<file path="src/hdl/ewp_pkg.sv">
// constants shared by the two-wire eeprom write target
package ewp_pkg;
  localparam int CLK_MHZ = 125;
  localparam int WRITE_TIME_US = 4;
  localparam int WRITE_CYCLES = WRITE_TIME_US * CLK_MHZ;
  localparam logic [3:0] TYPE_MAIN = 4'hA;
  localparam logic [3:0] TYPE_ID = 4'hB;
  localparam int ADDR_W = 10;
  localparam int PAGE_BYTES = 16;
  localparam int ID_BYTES = 16;
  localparam int LOCK_DATA_BIT = 1;
  localparam int ID_SEL_BIT = 7;
  localparam logic [7:0] ID_CODE0 = 8'h5A;
  localparam logic [7:0] ID_CODE1 = 8'h3C;
  localparam logic [7:0] ID_CODE2 = 8'h11;
endpackage

</file>
<file path="src/hdl/ewp_mem.sv">
// byte memory for main array and id page, registered read port
module ewp_mem #(
  parameter int DEPTH = 1040,
  parameter int AW = 11
) (
  input wire logic clk_sys,
  input wire logic we,
  input wire logic [AW-1:0] waddr,
  input wire logic [7:0] wdata,
  input wire logic [AW-1:0] raddr,
  output logic [7:0] rdata
);
  logic [7:0] mem [DEPTH];
  always_ff @(posedge clk_sys) begin
    if (we) begin
      mem[waddr] <= wdata;
    end
    rdata <= mem[raddr];
  end
endmodule // ewp_mem

</file>
<file path="src/hdl/ewp_target.sv">
// two-wire target write logic with page buffer and id page lock
// Functional notes
// - non-matching select byte: release bus, go idle until next start
// - matching select byte acknowledged in the ninth clock period
// - one address byte follows the select byte and is acknowledged
// - main array address: select bits b2,b1 high, address byte low
// - id page write: type 1011b, address bit7 zero, bits 3..0 byte
// - lock: type 1011b, address bit7 one, data bit1 set
// - lock is sticky, only reset clears it
// - locked id page: data bytes not acknowledged, page unchanged
// - sixteen byte id page, first three bytes hold an id code
// - write cycle starts only on stop right after a data ack
// - during write cycle data output off and bus ignored
// - after main array write cycle counter points past last written byte; id page writes leave it unchanged
// - write protect high: ack select/address, nack data, no write
// - byte write is one data byte then stop
// - page write wraps within the page, overwriting earlier bytes
// - byte counter advances after each acknowledged data byte
// - polling select bytes nacked while busy, acked when done
// - select matches only 1010b/1011b with b3 equal chip select strap and b0 low
// - data sampled on rising scl, master changes sda while scl low
module ewp_target #(
  parameter int WRITE_CYCLES = ewp_pkg::WRITE_CYCLES
) (
  input wire logic clk_sys,
  input wire logic arst_n,
  input wire logic scl_in,
  input wire logic sda_in,
  output logic sda_out,
  output logic sda_oe,
  input wire logic write_protect_in,
  input wire logic chip_select_strap,
  output logic busy,
  output logic id_locked
);
  localparam int MW = ewp_pkg::ADDR_W + 1;
  typedef enum logic [2:0] {
    EWP_IDLE = 3'b000,
    EWP_SEL = 3'b001,
    EWP_ADDR = 3'b010,
    EWP_DATA = 3'b011,
    EWP_PROG = 3'b100
  } ewp_state_t;

  logic rst_s1_reg, rst_n_reg;
  always_ff @(posedge clk_sys or negedge arst_n) begin
    if (!arst_n) begin
      rst_s1_reg <= 1'b0;
      rst_n_reg <= 1'b0;
    end else begin
      rst_s1_reg <= 1'b1;
      rst_n_reg <= rst_s1_reg;
    end
  end

  // bus edge detection; pins are already synchronous
  logic scl_d_reg, sda_d_reg;
  logic scl_rise, scl_fall, start_ev, stop_ev;
  assign scl_rise = scl_in && !scl_d_reg;
  assign scl_fall = !scl_in && scl_d_reg;
  assign start_ev = scl_in && scl_d_reg && sda_d_reg && !sda_in;
  assign stop_ev = scl_in && scl_d_reg && !sda_d_reg && sda_in;

  ewp_state_t st_reg, st_next;
  logic [3:0] bit_reg, bit_next;
  logic [7:0] sh_reg, sh_next;
  logic ack_reg, ack_next;
  logic idsel_reg, idsel_next;
  logic [1:0] hi_reg, hi_next;
  logic [7:0] addr_reg, addr_next;
  logic [3:0] ptr_reg, ptr_next;
  logic lockcmd_reg, lockcmd_next;
  logic lock_reg, lock_next;
  logic armed_reg, armed_next;
  logic [4:0] cnt_reg, cnt_next;
  logic [7:0] buf_reg [ewp_pkg::PAGE_BYTES];
  logic [ewp_pkg::PAGE_BYTES-1:0] bval_reg, bval_next;
  logic [31:0] tmr_reg, tmr_next;
  logic [ewp_pkg::ADDR_W-1:0] ctr_reg, ctr_next;
  logic [3:0] last_reg, last_next;
  logic [4:0] cp_reg, cp_next;
  logic buf_we;
  logic [7:0] buf_wd;
  logic mem_we;
  logic [MW-1:0] mem_wa;

  function automatic logic sel_match(input logic [7:0] b, input logic cs);
    return (b[7:4] == ewp_pkg::TYPE_MAIN || b[7:4] == ewp_pkg::TYPE_ID)
      && b[3] == cs && !b[0];
  endfunction

  function automatic logic [MW-1:0] mem_addr(input logic id, input logic [1:0] hi,
                                             input logic [7:0] a, input logic [3:0] p);
    if (id) begin
      return MW'(2 ** ewp_pkg::ADDR_W) + MW'(p);
    end
    return {1'b0, hi, a[7:4], p};
  endfunction

  logic [7:0] sh_in;
  assign sh_in = {sh_reg[6:0], sda_in};

  always_comb begin
    st_next = st_reg;
    bit_next = bit_reg;
    sh_next = sh_reg;
    ack_next = ack_reg;
    idsel_next = idsel_reg;
    hi_next = hi_reg;
    addr_next = addr_reg;
    ptr_next = ptr_reg;
    lockcmd_next = lockcmd_reg;
    lock_next = lock_reg;
    armed_next = armed_reg;
    cnt_next = cnt_reg;
    bval_next = bval_reg;
    tmr_next = tmr_reg;
    ctr_next = ctr_reg;
    last_next = last_reg;
    cp_next = cp_reg;
    buf_we = 1'b0;
    buf_wd = sh_in;
    if (st_reg == EWP_PROG) begin
      if (cp_reg < 5'(ewp_pkg::PAGE_BYTES)) begin
        cp_next = cp_reg + 5'd1;
      end
      if (tmr_reg != 32'd0) begin
        tmr_next = tmr_reg - 32'd1;
      end else if (cp_reg == 5'(ewp_pkg::PAGE_BYTES)) begin
        st_next = EWP_IDLE;
        bval_next = '0;
        ctr_next = idsel_reg ? ctr_reg : {hi_reg, addr_reg[7:4], last_reg + 4'd1};
        if (lockcmd_reg) begin
          lock_next = 1'b1;
        end
      end
    end else if (start_ev) begin
      st_next = EWP_SEL;
      bit_next = 4'd0;
      ack_next = 1'b0;
      armed_next = 1'b0;
      cnt_next = 5'd0;
      bval_next = '0;
      lockcmd_next = 1'b0;
    end else if (stop_ev) begin
      // stop in the slot after a data ack; its rising scl already counted a bit
      if (st_reg == EWP_DATA && armed_reg && bit_reg == 4'd1 && (|bval_reg || lockcmd_reg)) begin
        st_next = EWP_PROG;
        tmr_next = 32'(WRITE_CYCLES);
        cp_next = 5'd0;
      end else begin
        st_next = EWP_IDLE;
      end
      ack_next = 1'b0;
    end else if (st_reg != EWP_IDLE && scl_fall) begin
      if (bit_reg == 4'd8) begin
        // ack waits for the eighth fall so sda never drops while scl is high
        bit_next = 4'd9;
      end else if (bit_reg == 4'd9) begin
        ack_next = 1'b0;
        bit_next = 4'd0;
      end else begin
        // slot after the ack ended without a stop
        armed_next = 1'b0;
      end
    end else if (st_reg != EWP_IDLE && scl_rise) begin
      if (bit_reg == 4'd9) begin
        armed_next = (st_reg == EWP_DATA) && ack_reg;
      end else begin
        sh_next = sh_in;
        bit_next = bit_reg + 4'd1;
        if (bit_reg == 4'd7) begin
          unique case (st_reg)
            EWP_SEL: begin
              if (sel_match(sh_in, chip_select_strap)) begin
                ack_next = 1'b1;
                idsel_next = sh_in[4];
                hi_next = sh_in[2:1];
                st_next = EWP_ADDR;
              end else begin
                st_next = EWP_IDLE;
              end
            end
            EWP_ADDR: begin
              ack_next = 1'b1;
              addr_next = sh_in;
              // bit7 selects lock on id page
              lockcmd_next = 1'b0;
              ptr_next = sh_in[3:0];
              st_next = EWP_DATA;
            end
            EWP_DATA: begin
              // protect or locked page: no ack, no store
              if (!write_protect_in && !(idsel_reg && lock_reg)) begin
                ack_next = 1'b1;
                if (idsel_reg && addr_reg[ewp_pkg::ID_SEL_BIT]) begin
                  // only a single lock byte counts; a second byte cancels it
                  lockcmd_next = (cnt_reg == 5'd0) && sh_in[ewp_pkg::LOCK_DATA_BIT];
                end else begin
                  buf_we = 1'b1;
                  bval_next[ptr_reg] = 1'b1;
                  last_next = ptr_reg;
                end
                ptr_next = ptr_reg + 4'd1;
                if (cnt_reg != 5'd31) begin
                  cnt_next = cnt_reg + 5'd1;
                end
              end
            end
            default: st_next = EWP_IDLE;
          endcase
        end
      end
    end
  end

  always_ff @(posedge clk_sys or negedge rst_n_reg) begin
    if (!rst_n_reg) begin
      st_reg <= EWP_IDLE;
      bit_reg <= 4'd0;
      sh_reg <= 8'h00;
      ack_reg <= 1'b0;
      idsel_reg <= 1'b0;
      hi_reg <= 2'b00;
      addr_reg <= 8'h00;
      ptr_reg <= 4'h0;
      lockcmd_reg <= 1'b0;
      lock_reg <= 1'b0;
      armed_reg <= 1'b0;
      cnt_reg <= 5'd0;
      bval_reg <= '0;
      tmr_reg <= 32'd0;
      ctr_reg <= '0;
      last_reg <= 4'h0;
      cp_reg <= 5'd0;
      scl_d_reg <= 1'b1;
      sda_d_reg <= 1'b1;
    end else begin
      st_reg <= st_next;
      bit_reg <= bit_next;
      sh_reg <= sh_next;
      ack_reg <= ack_next;
      idsel_reg <= idsel_next;
      hi_reg <= hi_next;
      addr_reg <= addr_next;
      ptr_reg <= ptr_next;
      lockcmd_reg <= lockcmd_next;
      lock_reg <= lock_next;
      armed_reg <= armed_next;
      cnt_reg <= cnt_next;
      bval_reg <= bval_next;
      tmr_reg <= tmr_next;
      ctr_reg <= ctr_next;
      last_reg <= last_next;
      cp_reg <= cp_next;
      scl_d_reg <= scl_in;
      sda_d_reg <= sda_in;
    end
  end

  // page buffer holds data until the stop commits it
  always_ff @(posedge clk_sys) begin
    if (buf_we) begin
      buf_reg[ptr_reg] <= buf_wd;
    end
  end

  // commit one buffered byte per cycle during the write cycle
  assign mem_we = (st_reg == EWP_PROG) && (cp_reg < 5'(ewp_pkg::PAGE_BYTES))
    && bval_reg[cp_reg[3:0]];
  assign mem_wa = mem_addr(idsel_reg, hi_reg, addr_reg, cp_reg[3:0]);

  // id page lives above the main array; factory bytes preloaded by loader
  ewp_mem #(
    .DEPTH(2 ** ewp_pkg::ADDR_W + ewp_pkg::ID_BYTES),
    .AW(MW)
  ) u_mem (
    .clk_sys(clk_sys),
    .we(mem_we),
    .waddr(mem_wa),
    .wdata(buf_reg[cp_reg[3:0]]),
    .raddr(mem_wa),
    .rdata()
  );

  // open drain low only for ack, never while busy
  assign sda_out = 1'b0;
  assign sda_oe = ack_reg && bit_reg == 4'd9 && st_reg != EWP_PROG;
  assign busy = st_reg == EWP_PROG;
  assign id_locked = lock_reg;
endmodule // ewp_target

</file>
<file path="config.mk">
export PLATFORM = sky130hd
export DESIGN_NAME = ewp_target
export DESIGN_NICKNAME = d
export VERILOG_FILES = /design/src/hdl/ewp_pkg.sv /design/src/hdl/ewp_mem.sv /design/src/hdl/ewp_target.sv
export SDC_FILE = /design/constraint.sdc
export NUM_CORES = 1
export LEC_CHECK = 0
export BUFFER_PORTS_ARGS = -buffer_cell sky130_fd_sc_hd__clkbuf_2
export CORE_MARGIN = 1.5
export CORE_UTILIZATION = 45
export CTS_BUF_LIST = sky130_fd_sc_hd__clkbuf_16
export DETAILED_ROUTE_END_ITERATION = 16
export PLACE_DENSITY_LB_ADDON = 0.2
export SLEW_MARGIN = 20
export SYNTH_ARGS = -nofsm -noshare
export SYNTH_HDL_FRONTEND = slang
export SYNTH_SLANG_ARGS = --single-unit
</file>
<file path="constraint.sdc">
create_clock -name clk_sys -period 5.6 [get_ports clk_sys]
set_input_delay 1.12 -clock clk_sys [delete_from_list [all_inputs] [get_ports clk_sys]]
set_output_delay 1.12 -clock clk_sys [all_outputs]
set_load 0.05 [all_outputs]
</file>
-- After elaboration in Yosys (flattened, before gate mapping)
Index checks and enable logic that the tools add are counted.
- word-level logic and storage cells: 223
- input bits: 6
- bits in registers: 93
- $lt $le $gt $ge: 3
- multiplexer cells: 81
- $add $sub $neg: 5
- reduce and logical (&&, ||, !) cells: 68
- eq/ne operators: 41
- bitwise operators: 7
- operators with widths (operator ; number):
    16-bit 2-to-1 mux ; 12
    32-bit 2-to-1 mux ; 5
    5-bit 2-to-1 mux ; 14
    9-bit AND reduction ; 5
    4-bit 2-to-1 mux ; 8
    32-bit nonzero test ; 1
    32-bit by 1-bit subtractor with 32-bit output, second input constant ; 1
    3-bit 2-to-1 mux ; 10
    1-bit 2-to-1 mux ; 26
    3-bit != test, second input constant ; 8
    3-bit nonzero test ; 8
    1-bit logical AND ; 22
    4-bit != test, second input constant ; 5
    4-bit == test, second input constant ; 4
    16-bit bitwise OR ; 1
    2-bit nonzero test ; 8
    4-bit nonzero test ; 4
    16-bit OR reduction ; 1
    4-bit AND reduction ; 3
    6-bit AND reduction ; 2
    5-bit by 1-bit adder with 5-bit output, second input constant ; 2
    2-bit != test, second input constant ; 5
    5-bit != test, second input constant ; 2
    10-bit AND reduction ; 1
    30 further kinds ; 47

-- Depth between registers and ports, before layout
- depth in word-level cells: 15
- depth in mapped cells: 10

-- Worst setup path after synthesis
No wires, ideal clock.
- path kind: register to output
- start point: register st_reg[0]
- end point: output busy
- setup slack: 2.772 ns
- data arrival time: 1.708 ns
- stages on the path, launching flop included: 6
- buffers on the path: 3
- cells stage by stage: dfrtp_1 -> buf_2 -> or3b_1 -> buf_2 -> inv_1 -> clkbuf_1
- longest elaborated chain between the ends: 1
- RTL lines (item ; RTL line ; RTL):
    start, declared ; ewp_target.sv:64 ; ewp_state_t st_reg, st_next;
    start signal, assigned ; ewp_target.sv:239 ; st_reg <= st_next;
    3-bit == test ; ewp_target.sv:289 ; assign busy = st_reg == EWP_PROG;
    end, declared ; ewp_target.sv:33 ; output logic busy,
Every way passes these cells.

-- Worst setup path after layout
Ends and elaborated chain as after synthesis.

==> results.md <==
Place:
- The global placement routability congestion is 0.827.
- The final HPWL from detailed placement is 7180 um.
- OpenSTA, run right after detailed placement, puts the worst setup slack at 2.55 ns.
- The number of port buffers is 8.
- The standard cell area after detailed placement is 0.00479 mm2.

Setup path:
- The arrival time at the worst endpoint is 2.30 ns.
- The reg-to-reg setup timing slack is 2.70 ns.
- The critical path depth in cells is 3.
- For the worst flop-to-flop path, the logic depth is 6.
- Walking the worst path, the cells encountered are or3b_1, inv_1, clkbuf_2.
- Of all nets on the critical path, the largest fanout is 17.
- The slowest stage of the critical path is the or3b_1 cell.
- The worst register-to-register path ends at tmr_reg[7].
- Data on the critical path is required at its endpoint by 4.48 ns.
- Counting both buffers and inverters, the worst setup path holds a total of 2.
- The type of the worst setup path is reg2out.
- Broken down by cell family, the worst path's largest delay share belongs to buffers and inverters.
- The worst setup path is launched from a flip-flop.
- The worst register-to-register path begins at tmr_reg[20].
- The delay of the slowest cell on the worst path is 0.68 ns.
- The launch point of the critical path is st_reg[0].
- STA classifies the critical path endpoint as an output port.

STA:
- The minimum setup slack in the final design is 2.18 ns.
- The post-route setup TNS is 0 ns.
- Static timing analysis puts the maximum clock frequency at 292 MHz.
- The number of hold violations in the final report is 0.
- After layout, the worst path uses 61.1% of the clock period.
- The actual slew at the worst max-slew pin is 0.807 ns.
- The number of setup violations in the final report is 0.
- The post-layout minimum cycle time is 3.42 ns.
- The count of final max-slew check failures is 0.
- The final worst clock skew is 0.00701 ns.
- Setup repair after global routing left no endpoint under its margin.
- The normalized max-slew margin is 46.1%.

Floorplan:
- The number of primary I/O pins is 10.
- The area of the die is 0.0110 mm2.
- The die is 105 um tall.
- The site row count is 36.
- For this configuration, the core starts out at a cell density of 46.9%.
- The area inside the core boundary is 0.00991 mm2.
- In this run the horizontal extent of the chip is 105 um.

Finish:
- In the final layout, flip-flops and latches occupy 0.00216 mm2.
- The most frequent standard cell in the layout excluding fill and tap cells is dfrtp_1.
- Compared with the post-synthesis result, the final layout area differs by 8.58%.
- The flip-flop count of the largest register, all copies and words added is 32.
- The number of antenna cells inserted is 0.
- The fraction of final layout cells sized beyond drive strength 1 is 9.31%.
- The total area of multi-input combinational cells is 0.00235 mm2.
- The layout has 927 filler cells.
- The net count of the finished layout is 521.
- At the end of the flow the core is filled with cells to 51.0%.
- The top cell types in the final layout, fill and taps aside, are 83 x dfrtp_1, 59 x nand2_1, 52 x o21ai_0.
- The finished cells cover 0.00505 mm2.

Yosys:
- By area the synthesized netlist is led by dfrtp_1 45%, o21ai_0 5.6%, nand2_1 4.8%, ha_1 3.8%, a21oi_1 3.0%.
- The share of flip-flops with an asynchronous set or reset is 100%.
- Synthesis instantiated 61 different standard cells from the library.
- After technology mapping, the gate count stands at 502.
- The portion of synthesized cell area occupied by the leading cell type is 45.2%.
- Of all cell types, the one taking the most synthesized area is dfrtp_1.
- Of the synthesized area, sequential elements account for 46.3%.
- The flip-flop cell with the highest count after synthesis is dfrtp_1.
- After synthesis the cells add up to 0.00465 mm2.
- The synthesized netlist net count is 522.
- The number of flip-flops and latches in the synthesized netlist is 86.
- Yosys printed 0 warnings.
- The number of enable-type register cells in the synthesized netlist is 0.
- The mean instance size in the synthesized netlist is 9.26 um2.

Clock network:
- The clock drives 86 sinks.
- The H-tree was split into 3 levels.
- The clock-pin slew on the worst setup and hold paths is 0.06 ns.
- The post-cts gate resize count is 0.
- At the later pin of the worst-skew pair, clock insertion delay measures 0.35 ns.
- The CTS root buffer is clkbuf_16.
- Post-CTS timing repair inserted 0 buffers for setup.
- The number of buffers created by CTS is 9.
- Buffers inserted to repair hold after CTS numbered 0.
- TritonCTS built the clock tree.
- The maximum buffer depth of the clock tree is 2.

Global routing:
- The first global-routing pass estimated 17,700 um of wire.
- The residual overflow from global routing is 0.
- The number of global-route vias before repair came to 3,842.
- The all-layer global routing usage is 20.0%.
- Entering global routing, the biggest net connects 61 pins.
- The initial antenna violation count is 0.

Route:
- The number of detailed-routing iterations run before antenna repair is 7.
- The count of vias placed by the detailed router is 3,735.
- The post-detailed-route via-to-cell ratio is 5.85.
- The average routed wire per standard cell is 16.0 um.
- After detailed routing, the number of remaining DRC violations is 0.
- The wire length reported by the detailed router is 10,200 um.
- For this block, the initial DRC count from the detailed router was 159.
- The detail route stage leaves a number of antenna-violating nets equal to 0.

Pwr:
- The maximum vdd ir drop is 0.201 mV.
- The design internal power is 1.03 mW.
- The fraction of power consumed by combinational cells is 10.1%.
- The power dissipated by switching net loads is 0.372 mW.
- Summing internal, switching and leakage power gives 1.40 mW.
- The leakage dissipation is 2.04 nW.
- The share of total power dissipated in sequential elements is 51.7%.
- Dividing total power by cell area gives a power density of 278 mW/mm2.
- Net switching is 26.6% of the power.
- Of the total power, the clock network draws 38.2%.

Job:
- The tool flagged a number of max-cap violations equal to 0.

Min path:
- In this run the worst hold path is classified as reg2async.

Run status:
- The flow ran to the end, and the final reports show no timing, DRC or antenna violations.
==> power groups by stage <==
stage / Sequential, mW / Clock, mW / Combinational [mW]
2_1_floorplan: 0.721 / 0 / 0.110
3_3_place_gp: 0.734 / 0 / 0.139
3_5_place_dp: 0.736 / 0 / 0.143
5_1_grt: 0.731 / 0.570 / 0.164
6_report: 0.725 / 0.535 / 0.142
4_1_cts: 0.725 / 0.545 / 0.143
==> how the worst max path moves through the flow <==
stage	endpoint
after floorplan	busy
after global placement	busy
after detailed placement	busy
after CTS	busy
after global routing	busy
final	busy
==> Yosys cell counts (3+ instances only) <==
cell / count
ha_1: 14
buf_2: 7
nand2b_1: 3
o211ai_1: 4
mux2i_1: 5
a211o_1: 3
nor4_1: 10
nand4_1: 11
o21ai_0: 52
nand3b_1: 7
nor3_1: 10
a21oi_1: 28
nand4b_1: 6
nor2b_1: 4
inv_1: 16
and4b_1: 3
xnor2_1: 9
or2_2: 3
or3_1: 21
or4_1: 4
dfrtp_1: 84
o31ai_1: 4
nand3_1: 26
and3_1: 10
nand2_1: 59
nor2_1: 30
mux2_2: 11
clkbuf_1: 13
==> worst reg2reg max path: cells and delay by family, from the launching register on <==
kind            cells  cell delay (ns)
flops               1             0.40
compound gates      1             0.33
simple gates        5             2.05
==> layout make-up <==
class / instances / area share (%)
Clock buffer: 9 / 4.46
Clock inverter: 6 / 0.595
Inverter: 16 / 1.19
Multi-Input combinational cell: 377 / 46.5
Sequential cell: 86 / 42.7
Tap cell: 133 / 3.30
Timing Repair Buffer: 11 / 1.24
==> kinds of logic after synthesis <==
family          Yosys count  synth area share (%)
xor+xnor                 11                  2.07
mux                      16                  3.74
simple gates            224                  26.2
other cells               2                 0.161
flops                    86                  46.3
buf+inv                  39                  3.58
fa+ha+maj                14                  3.77
compound gates          110                  14.2
==> through the flow <==
| stage | instances | hold WS [ns] |
|---|---|---|
| final | 638 | 0.226 |
| after global routing | 638 | 0.266 |
| after CTS | 638 | 0.243 |
| after detailed placement | 623 | 0.237 |
| after global placement | 623 | 0.233 |
| after floorplan | 502 | 0.331 |
==> per-layer routing <==
| metal | GRT usage, % | up-vias | part of all wire, % |
|---|---|---|---|
| met1 | 24.4 | 1832 | 44 |
| met5 | 0 | - | 0 |
| li1 | - | 1816 | - |
| met2 | 34.2 | 71 | 50 |
| met3 | 4.05 | 16 | 4.3 |
| met4 | 9.10 | 0 | 2.0 |
Power figures use the tool's default switching activity.
